## src/psl_pll_map.svh

```systemverilog
`ifndef PSL_PLL_MAP_SVH
`define PSL_PLL_MAP_SVH

// serial word and control bits
`define PSL_WORD_W 24
`define PSL_CTRL_MSB 1
`define PSL_CTRL_LSB 0
`define PSL_SEL_REF 2'h0
`define PSL_SEL_FB 2'h1
`define PSL_SEL_FUNC 2'h2
`define PSL_SEL_INIT 2'h3

// reference divider latch fields
`define PSL_REF_RATIO_MSB 15
`define PSL_REF_RATIO_LSB 2
`define PSL_REF_ABP_MSB 17
`define PSL_REF_ABP_LSB 16
`define PSL_REF_TEST_MSB 19
`define PSL_REF_TEST_LSB 18
`define PSL_REF_LOCK_PRECISION 20

// feedback divider latch fields
`define PSL_FB_RATIO_MSB 20
`define PSL_FB_RATIO_LSB 8
`define PSL_FB_GAIN 21

// function / initialization latch fields
`define PSL_FN_CRST 2
`define PSL_FN_POWER_DOWN_FIRST 3
`define PSL_FN_MUX_MSB 6
`define PSL_FN_MUX_LSB 4
`define PSL_FN_POL 7
`define PSL_FN_TRI 8
`define PSL_FN_FLEN 9
`define PSL_FN_FLMODE 10
`define PSL_FN_TC_MSB 14
`define PSL_FN_TC_LSB 11
`define PSL_FN_CS1_MSB 17
`define PSL_FN_CS1_LSB 15
`define PSL_FN_CS2_MSB 20
`define PSL_FN_CS2_LSB 18
`define PSL_FN_POWER_DOWN_SECOND 21

// reset values of the latches
`define PSL_REF_RESET 24'h000004
`define PSL_FB_RESET 24'h000101
`define PSL_FN_RESET 24'h000002

// output multiplexer codes
`define PSL_MUX_LOW 3'h0
`define PSL_MUX_DLOCK 3'h1
`define PSL_MUX_FBDIV 3'h2
`define PSL_MUX_HIGH 3'h3
`define PSL_MUX_REFDIV 3'h4
`define PSL_MUX_ALOCK 3'h5
`define PSL_MUX_SDATA 3'h6
`define PSL_MUX_GND 3'h7

// timing
`define PSL_CLK_NS 25
`define PSL_LOCK_SET_NS 15
`define PSL_LOCK_CLR_NS 25
`define PSL_LOCK_SET_CYC ((`PSL_LOCK_SET_NS + `PSL_CLK_NS - 1) / `PSL_CLK_NS)
`define PSL_LOCK_CLR_CYC (`PSL_LOCK_CLR_NS / `PSL_CLK_NS)
`define PSL_LOCK_RUN_SHORT 3
`define PSL_LOCK_RUN_LONG 5
`define PSL_ERR_W 8
`define PSL_ERR_MAX 8'hFF

`endif

```

## src/psl_pkg.sv

```systemverilog
package psl_pkg;

  typedef enum logic [1:0] {
    PFD_IDLE,
    PFD_UP,
    PFD_DOWN,
    PFD_CLEAR
  } psl_pfd_state_type;

  typedef logic [23:0] psl_word_type;

endpackage : psl_pkg

```

## src/psl_divider.sv

```systemverilog
`include "psl_pll_map.svh"

module psl_divider #(
  parameter int WIDTH = 14
) (
  input wire logic clk,
  input wire logic reset_n,
  input wire logic edge_tick,
  input wire logic hold,
  input wire logic [WIDTH-1:0] ratio,
  output logic out_pulse
);

  if (WIDTH < 1 || WIDTH > 16) begin : g_bad_width
    $error("psl_divider: WIDTH out of range");
  end

  logic [WIDTH-1:0] count_r;
  logic [WIDTH-1:0] count_inc;

  assign count_inc = count_r + {{(WIDTH-1){1'b0}}, 1'b1};

  // ratio 0 behaves as 1; hold parks the counter at its load point
  always_ff @(posedge clk or negedge reset_n) begin
    if (!reset_n) begin
      count_r <= '0;
      out_pulse <= 1'b0;
    end else if (hold) begin
      count_r <= '0;
      out_pulse <= 1'b0;
    end else if (edge_tick) begin
      if (count_inc >= ratio) begin
        count_r <= '0;
        out_pulse <= 1'b1;
      end else begin
        count_r <= count_inc;
        out_pulse <= 1'b0;
      end
    end else begin
      out_pulse <= 1'b0;
    end
  end

endmodule : psl_divider

```

## src/psl_lock_detect.sv

```systemverilog
`include "psl_pll_map.svh"

module psl_lock_detect (
  input wire logic clk,
  input wire logic reset_n,
  input wire logic clear,
  input wire logic measure,
  input wire logic [`PSL_ERR_W-1:0] error_cycles,
  input wire logic need_long_run,
  output logic locked
);

  logic [2:0] good_run_r;
  logic [2:0] run_target;
  logic [2:0] run_next;

  assign run_target = need_long_run ? 3'(`PSL_LOCK_RUN_LONG) : 3'(`PSL_LOCK_RUN_SHORT);
  assign run_next = (good_run_r == 3'h7) ? good_run_r : good_run_r + 3'h1;

  always_ff @(posedge clk or negedge reset_n) begin
    if (!reset_n) begin
      good_run_r <= 3'h0;
      locked <= 1'b0;
    end else if (clear) begin
      good_run_r <= 3'h0;
      locked <= 1'b0;
    end else if (measure) begin
      if (error_cycles < `PSL_ERR_W'(`PSL_LOCK_SET_CYC)) begin
        good_run_r <= run_next;
        if (run_next >= run_target) begin
          locked <= 1'b1;
        end
      end else begin
        good_run_r <= 3'h0;
      end
      if (error_cycles > `PSL_ERR_W'(`PSL_LOCK_CLR_CYC)) begin
        locked <= 1'b0;
      end
    end
  end

endmodule : psl_lock_detect

```

## src/psl_pll_core.sv

```systemverilog
`include "psl_pll_map.svh"

module psl_pll_core (
  input wire logic clk,
  input wire logic reset_n,
  input wire logic serial_clock,
  input wire logic serial_data,
  input wire logic load_strobe,
  input wire logic chip_enable,
  input wire logic reference_input,
  input wire logic rf_input,
  output logic multiplexed_output_pin,
  output logic analog_lock_out,
  output logic analog_lock_oe_n,
  output logic pump_up,
  output logic pump_down,
  output logic pump_tristate,
  output logic [2:0] pump_current_setting,
  output logic device_disabled
);

  psl_pkg::psl_word_type shift_r;
  psl_pkg::psl_word_type ref_latch_r;
  psl_pkg::psl_word_type fb_latch_r;
  psl_pkg::psl_word_type func_latch_r;
  logic sclk_prev_r;
  logic load_prev_r;
  logic ref_prev_r;
  logic rf_prev_r;
  logic sclk_rise;
  logic load_rise;
  logic ref_rise;
  logic rf_rise;
  logic [1:0] latch_select;
  logic init_pending_r;
  logic reset_pulse_r;
  logic sleep_r;
  logic disabled;
  logic divider_hold;
  logic ref_pulse;
  logic fb_pulse;
  logic [13:0] ref_ratio;
  logic [12:0] fb_ratio;
  psl_pkg::psl_pfd_state_type pfd_state_r;
  psl_pkg::psl_pfd_state_type pfd_state_nxt;
  logic [`PSL_ERR_W-1:0] err_cnt_r;
  logic [2:0] clear_cnt_r;
  logic measure;
  logic [`PSL_ERR_W-1:0] measured_err;
  logic dig_lock;
  logic ref_div_level_r;
  logic fb_div_level_r;
  logic up_nxt;
  logic down_nxt;
  logic pol_swap;
  logic [2:0] mux_sel;

  function automatic logic [2:0] backlash_cycles(input logic [1:0] field);
    backlash_cycles = {1'b0, field} + 3'h1;
  endfunction : backlash_cycles

  function automatic logic [`PSL_ERR_W-1:0] err_step(input logic [`PSL_ERR_W-1:0] value);
    err_step = (value == `PSL_ERR_MAX) ? value : value + `PSL_ERR_W'(1);
  endfunction : err_step

  // all pins are taken as synchronous to clk, so plain edge detection
  assign sclk_rise = serial_clock & ~sclk_prev_r;
  assign load_rise = load_strobe & ~load_prev_r;
  assign ref_rise = reference_input & ~ref_prev_r;
  assign rf_rise = rf_input & ~rf_prev_r;
  assign latch_select = shift_r[`PSL_CTRL_MSB:`PSL_CTRL_LSB];

  always_ff @(posedge clk or negedge reset_n) begin
    if (!reset_n) begin
      sclk_prev_r <= 1'b0;
      load_prev_r <= 1'b0;
      ref_prev_r <= 1'b0;
      rf_prev_r <= 1'b0;
    end else begin
      sclk_prev_r <= serial_clock;
      load_prev_r <= load_strobe;
      ref_prev_r <= reference_input;
      rf_prev_r <= rf_input;
    end
  end

  // shifting is never gated by power-down
  always_ff @(posedge clk or negedge reset_n) begin
    if (!reset_n) begin
      shift_r <= '0;
    end else if (sclk_rise) begin
      shift_r <= {shift_r[`PSL_WORD_W-2:0], serial_data};
    end
  end

  // one clock domain: a latch word changes in a single edge, so the
  // dividers never see half of a new ratio
  always_ff @(posedge clk or negedge reset_n) begin
    if (!reset_n) begin
      ref_latch_r <= `PSL_REF_RESET;
      fb_latch_r <= `PSL_FB_RESET;
      func_latch_r <= `PSL_FN_RESET;
    end else if (load_rise) begin
      case (latch_select)
        `PSL_SEL_REF: ref_latch_r <= shift_r;
        `PSL_SEL_FB: fb_latch_r <= shift_r;
        `PSL_SEL_FUNC: func_latch_r <= shift_r;
        `PSL_SEL_INIT: func_latch_r <= shift_r;
        default: func_latch_r <= func_latch_r;
      endcase
    end
  end

  // init load pulses the dividers; the first feedback load after it repeats once
  always_ff @(posedge clk or negedge reset_n) begin
    if (!reset_n) begin
      init_pending_r <= 1'b0;
      reset_pulse_r <= 1'b0;
    end else begin
      reset_pulse_r <= 1'b0;
      if (load_rise && latch_select == `PSL_SEL_INIT) begin
        init_pending_r <= 1'b1;
        reset_pulse_r <= 1'b1;
      end else if (load_rise && latch_select == `PSL_SEL_FB && init_pending_r) begin
        init_pending_r <= 1'b0;
        reset_pulse_r <= 1'b1;
      end
    end
  end

  // power-down 1 alone sleeps at once; with power-down 2 it waits for a reference divider pulse or a divider reset pulse
  always_ff @(posedge clk or negedge reset_n) begin
    if (!reset_n) begin
      sleep_r <= 1'b0;
    end else if (!func_latch_r[`PSL_FN_POWER_DOWN_FIRST]) begin
      sleep_r <= 1'b0;
    end else if (!func_latch_r[`PSL_FN_POWER_DOWN_SECOND]) begin
      sleep_r <= 1'b1;
    end else if (ref_pulse || reset_pulse_r) begin
      sleep_r <= 1'b1;
    end
  end

  assign disabled = ~chip_enable | sleep_r;
  assign divider_hold = disabled | func_latch_r[`PSL_FN_CRST] | reset_pulse_r;
  assign ref_ratio = ref_latch_r[`PSL_REF_RATIO_MSB:`PSL_REF_RATIO_LSB];
  assign fb_ratio = fb_latch_r[`PSL_FB_RATIO_MSB:`PSL_FB_RATIO_LSB];

  psl_divider #(
    .WIDTH(14)
  ) u_ref_div (
    .clk(clk),
    .reset_n(reset_n),
    .edge_tick(ref_rise),
    .hold(divider_hold),
    .ratio(ref_ratio),
    .out_pulse(ref_pulse)
  );

  psl_divider #(
    .WIDTH(13)
  ) u_fb_div (
    .clk(clk),
    .reset_n(reset_n),
    .edge_tick(rf_rise),
    .hold(divider_hold),
    .ratio(fb_ratio),
    .out_pulse(fb_pulse)
  );

  // detector: first edge opens a pump, second closes into a common clear phase
  always_comb begin
    pfd_state_nxt = pfd_state_r;
    measure = 1'b0;
    measured_err = err_cnt_r;
    case (pfd_state_r)
      psl_pkg::PFD_IDLE: begin
        if (ref_pulse && fb_pulse) begin
          pfd_state_nxt = psl_pkg::PFD_CLEAR;
          measure = 1'b1;
          measured_err = '0;
        end else if (ref_pulse) begin
          pfd_state_nxt = psl_pkg::PFD_UP;
        end else if (fb_pulse) begin
          pfd_state_nxt = psl_pkg::PFD_DOWN;
        end
      end
      psl_pkg::PFD_UP: begin
        if (fb_pulse) begin
          pfd_state_nxt = psl_pkg::PFD_CLEAR;
          measure = 1'b1;
          measured_err = err_step(err_cnt_r);
        end
      end
      psl_pkg::PFD_DOWN: begin
        if (ref_pulse) begin
          pfd_state_nxt = psl_pkg::PFD_CLEAR;
          measure = 1'b1;
          measured_err = err_step(err_cnt_r);
        end
      end
      psl_pkg::PFD_CLEAR: begin
        if (clear_cnt_r <= 3'h1) begin
          pfd_state_nxt = psl_pkg::PFD_IDLE;
        end
      end
      default: pfd_state_nxt = psl_pkg::PFD_IDLE;
    endcase
    if (disabled) begin
      pfd_state_nxt = psl_pkg::PFD_IDLE;
      measure = 1'b0;
    end
  end

  always_ff @(posedge clk or negedge reset_n) begin
    if (!reset_n) begin
      pfd_state_r <= psl_pkg::PFD_IDLE;
      err_cnt_r <= '0;
      clear_cnt_r <= 3'h0;
    end else begin
      pfd_state_r <= pfd_state_nxt;
      if (pfd_state_nxt == psl_pkg::PFD_UP || pfd_state_nxt == psl_pkg::PFD_DOWN) begin
        err_cnt_r <= (pfd_state_r == psl_pkg::PFD_IDLE) ? '0 : err_step(err_cnt_r);
      end
      if (pfd_state_r != psl_pkg::PFD_CLEAR) begin
        // overlap of both pumps is the minimum width; narrow settings invite dead zone
        clear_cnt_r <= backlash_cycles(ref_latch_r[`PSL_REF_ABP_MSB:`PSL_REF_ABP_LSB]);
      end else if (clear_cnt_r != 3'h0) begin
        clear_cnt_r <= clear_cnt_r - 3'h1;
      end
    end
  end

  psl_lock_detect u_lock (
    .clk(clk),
    .reset_n(reset_n),
    .clear(disabled),
    .measure(measure),
    .error_cycles(measured_err),
    .need_long_run(ref_latch_r[`PSL_REF_LOCK_PRECISION]),
    .locked(dig_lock)
  );

  // divided outputs toggle on each divider pulse to give a visible square wave
  always_ff @(posedge clk or negedge reset_n) begin
    if (!reset_n) begin
      ref_div_level_r <= 1'b0;
      fb_div_level_r <= 1'b0;
    end else begin
      if (ref_pulse) begin
        ref_div_level_r <= ~ref_div_level_r;
      end
      if (fb_pulse) begin
        fb_div_level_r <= ~fb_div_level_r;
      end
    end
  end

  assign pol_swap = ~func_latch_r[`PSL_FN_POL];
  assign up_nxt = (pfd_state_nxt == psl_pkg::PFD_UP) || (pfd_state_nxt == psl_pkg::PFD_CLEAR);
  assign down_nxt = (pfd_state_nxt == psl_pkg::PFD_DOWN) || (pfd_state_nxt == psl_pkg::PFD_CLEAR);
  assign mux_sel = func_latch_r[`PSL_FN_MUX_MSB:`PSL_FN_MUX_LSB];

  always_ff @(posedge clk or negedge reset_n) begin
    if (!reset_n) begin
      pump_up <= 1'b0;
      pump_down <= 1'b0;
      pump_tristate <= 1'b1;
      pump_current_setting <= 3'h0;
      device_disabled <= 1'b1;
    end else begin
      pump_up <= pol_swap ? down_nxt : up_nxt;
      pump_down <= pol_swap ? up_nxt : down_nxt;
      pump_tristate <= disabled | func_latch_r[`PSL_FN_TRI];
      pump_current_setting <= fb_latch_r[`PSL_FB_GAIN] ?
        func_latch_r[`PSL_FN_CS2_MSB:`PSL_FN_CS2_LSB] :
        func_latch_r[`PSL_FN_CS1_MSB:`PSL_FN_CS1_LSB];
      device_disabled <= disabled;
    end
  end

  // open drain: pulled low only while either pump is active
  always_ff @(posedge clk or negedge reset_n) begin
    if (!reset_n) begin
      analog_lock_out <= 1'b0;
      analog_lock_oe_n <= 1'b1;
    end else begin
      analog_lock_out <= 1'b0;
      analog_lock_oe_n <= ~(up_nxt | down_nxt);
    end
  end

  always_ff @(posedge clk or negedge reset_n) begin
    if (!reset_n) begin
      multiplexed_output_pin <= 1'b0;
    end else begin
      case (mux_sel)
        `PSL_MUX_LOW: multiplexed_output_pin <= 1'b0;
        `PSL_MUX_DLOCK: multiplexed_output_pin <= dig_lock;
        `PSL_MUX_FBDIV: multiplexed_output_pin <= fb_div_level_r;
        `PSL_MUX_HIGH: multiplexed_output_pin <= 1'b1;
        `PSL_MUX_REFDIV: multiplexed_output_pin <= ref_div_level_r;
        `PSL_MUX_ALOCK: multiplexed_output_pin <= ~(up_nxt | down_nxt);
        `PSL_MUX_SDATA: multiplexed_output_pin <= shift_r[`PSL_WORD_W-1];
        `PSL_MUX_GND: multiplexed_output_pin <= 1'b0;
        default: multiplexed_output_pin <= 1'b0;
      endcase
    end
  end

endmodule : psl_pll_core

```

## config.mk

```make
export PLATFORM = sky130hd
export DESIGN_NAME = psl_pll_core
export DESIGN_NICKNAME = d
export VERILOG_FILES = /design/src/psl_pkg.sv /design/src/psl_divider.sv /design/src/psl_lock_detect.sv /design/src/psl_pll_core.sv
export VERILOG_INCLUDE_DIRS = /design/src
export SDC_FILE = /design/constraint.sdc
export NUM_CORES = 1
export LEC_CHECK = 0
export ABC_AREA = 1
export BUFFER_PORTS_ARGS = -buffer_cell sky130_fd_sc_hd__buf_2
export CAP_MARGIN = 20
export CORE_UTILIZATION = 56
export CTS_CLUSTER_SIZE = 24
export DETAILED_ROUTE_END_ITERATION = 6
export HOLD_SLACK_MARGIN = 0.12
export PLACE_DENSITY_LB_ADDON = 0.3
export SYNTH_ARGS = -nofsm -noshare
export SYNTH_HDL_FRONTEND = slang
export SYNTH_HIERARCHICAL = 1
export SYNTH_SLANG_ARGS = --single-unit
```

## constraint.sdc

```tcl
create_clock -name clk -period 2.8 [get_ports clk]
set_clock_uncertainty 0.2 [all_clocks]
set_input_delay 0.42 -clock clk [delete_from_list [all_inputs] [get_ports clk]]
set_output_delay 0.42 -clock clk [all_outputs]
set_load 0.02 [all_outputs]
```

==> results.cfg <==
[cts]
clk_latency_ps = 420
clk_path_buf_depth = 2
cts_tree = yes
clkTransAtPathRegs_ps = 60
clock-sinks = 133
clockRootBuffer = clkbuf_16
numCtsBuffers = 17
cts_setup_buffers = 0
htreeDepth = 4

[yosys]
syn-num-nets = 932
synth_top_area_cell = dfrtp_1
yosysTopAreaCellShare_pct = 44.2
synth_edf_count = 0
yosys-mux-area-fraction_pct = 0.622
syn_area_per_cell_um2 = 8.17
ys_types = 44
syn-cell-area_um2 = 7240
synth-compound-area-share_pct = 8.15
yosys_most_used_dff = dfrtp_1
synth_xor_area_share_pct = 2.57
async_reset_ff_share_pct = 100
yosys_warnings = 6
yosys.area_share.simple_pct = 27.2
synth.area.top_cells = dfrtp_1 (44%), nand2_1 (14%), inv_1 (6.6%)
synth_top_family_by_area = simple AND/OR/NAND/NOR gates
yosys_register_bits = 133
syn_inst = 886
synth_seq_area_share_pct = 46.0
synth_adder_area_share_pct = 6.57

[placement]
hpwl_mm = 10.0
io_buffer_count = 16
gp_congestion = 0.857
placed_area_um2 = 7530

[die]
fp.dieH_um = 116
io_pins = 18
rows = 41
coreArea_um2 = 12600
die_w_um = 116
start_util_pct = 57.4
die-area_um2 = 13400

[global_routing]
grt-ovfl-total = 0
grt_max_degree = 62
grt_pass1_wl_mm = 24.8
track_usage_pct = 24.1
grt_pass1_vias = 5319
antenna_found_initial = 0

[power]
p_switching_w = 0.00208
vdd.ir_drop.worst_mv = 0.467
p_int_w = 0.00394
share_seq_of_total_power_pct = 39.0
pwr-share-comb_pct = 23.9
clockPowerShare_pct = 37.1
switching_share_pct = 34.6
p_leak_nw = 4.16
power_density_nw_per_um2 = 736

[route]
ant_nets = 0
drt_wl_total_mm = 14.3
avgRoutedWirePerCell_um = 13.0
drc = 0
dr.pass1.iters = 7
vias = 5512
avgViaCountPerCell = 5.01
drt-initial-drc-count = 425

[critical_path]
cp-end-kind = flop
worstPathMaxFanout = 15
startpoint_type = flop
crit_required_ps = 2960
crit_type = reg2reg
worstPathArrival_ps = 2760

[sta]
rsz0062_at_grt = false
timing.max_slew.rel_slack_pct = 39.2
slew_violations = 0
finalHoldViolCount = 0
period_minus_slack_ps = 2600
fin_tns_setup_ps = 0
setup_viol_count_final = 0
fmax_mhz = 385
finalCritPeriodShare_pct = 92.7
worst_slew_pin_slew_ps = 909

[finish]
final_common_cell = nand2_1
drive_gt1_share_pct = 15.1
design_area_um2 = 8180
final_cell_mix = nand2_1 (266), dfrtp_1 (128), inv_1 (127)
final_nets = 962
area_growth_pct = 13.0
antenna_cells = 0

[status]
status = completed

[min_path]
min_path_type = in2reg

[flow_run]
maxCapViolCount = 0
## registers in the layout, indices dropped and copies added, names as in the netlist, 2 cells and up
register	cells
u_ref_div/count_r	14
pfd_state_r	2
err_cnt_r	8
func_latch_r	14
shift_r	24
ref_latch_r	17
u_lock/good_run_r	3
clear_cnt_r	3
pump_current_setting	3
u_fb_div/count_r	13
fb_latch_r	14
## stage by stage
step	setup WS (ps)	instances	util (%)	power, W	hold WS [ps]
after floorplan	390	886	-	0.00336	-75.6
after global placement	260	1063	59.7	0.00375	238
after detailed placement	187	1063	59.7	0.00379	238
after CTS	181	1101	64.8	0.00605	212
after global routing	8.06	1101	64.8	0.00632	250
final	205	1101	64.8	0.00602	224
## path summary, 6_finish.rpt
check / startpoint / endpoint / slack (ps) / depth (start not counted)
hold reg to reg: func_latch_r[8] / pump_tristate / 270 / 1
hold / removal: chip_enable / pfd_state_r[1] / 220 / 5
max in group asynchronous: reset_n / device_disabled / 1380 / 3
setup reg to reg: u_ref_div/count_r[0] / u_ref_div/count_r[3] / 200 / 17
setup / recovery: u_ref_div/count_r[0] / u_ref_div/count_r[3] / 200 / 17
min in group asynchronous: reset_n / err_cnt_r[2] / 350 / 2
## logic make-up after synthesis
kind of cell,after synthesis
buffers and inverters,156
AND/OR/NAND/NOR,428
adder cells (fa/ha/maj),38
multiplexers,4
XOR/XNOR,17
other,1
AO/OA/AOI/OAI,109
flip-flops,133
## synthesized netlist by cell type, types with 2 or more instances
cell,n
a21oi_1,13
a21oi_2,2
buf_2,10
buf_4,3
buf_6,3
clkbuf_1,4
dfrtp_1,128
dfstp_2,5
ha_1,38
inv_1,127
inv_2,7
mux2_2,4
nand2_1,267
nand2_2,16
nand2_4,2
nand3_1,38
nand3_2,12
nand3b_1,2
nand4_1,21
nor2_1,45
nor2_2,12
nor2_4,6
nor3_1,2
o21a_1,2
o21ai_0,50
o21ai_1,30
o21ai_2,5
o21bai_1,2
o22ai_1,2
xnor2_1,3
xnor2_2,4
xor2_1,9
## timing repair
action,in CTS,in global routing
hold buffers,6,0
gates resized for setup,0,1
endpoints found under the setup margin,0,13
hold endpoints to repair,62,0
## layer usage
layer	wire, um	GRT usage [%]	vias up
met1	6950	31.9	2568
met3	418	5.60	15
li1	-	-	2846
met5	0	0	-
met4	170	8.12	0
met2	6780	39.4	83
## critical path, cell delays in order, from the launching register on
cell and delay (ps):
dfrtp_1 410, ha_1 190, nand2_1 80, nor2_2 170
nand2_2 110, nor2_4 110, xor2_2 200, ha_1 260
nand2_1 60, inv_1 30, nand2_1 70, nor2_1 40
nor2_1 80, nand2_1 90, nor2_4 130, buf_12 160
nand3_1 80, nand2_1 70
## cell type report
type	instances	area (um^2)
multi-input cells	597	3280
flip-flops and latches	133	3330
inverters	135	507
well taps	172	215
clock inverters	15	165
fillers	1071	4440
clock buffers	17	425
repair buffers	32	259
## power by group through the flow
stage               sequential [W]  combinational [W]  clock (W)
detailed placement         0.00237            0.00142          0
CTS                        0.00234            0.00144    0.00227
global route               0.00237            0.00160    0.00235
floorplan                  0.00237           0.000994          0
finish                     0.00234            0.00144    0.00223
global placement           0.00236            0.00139          0
No activity file was read; power rests on OpenSTA's default activity.
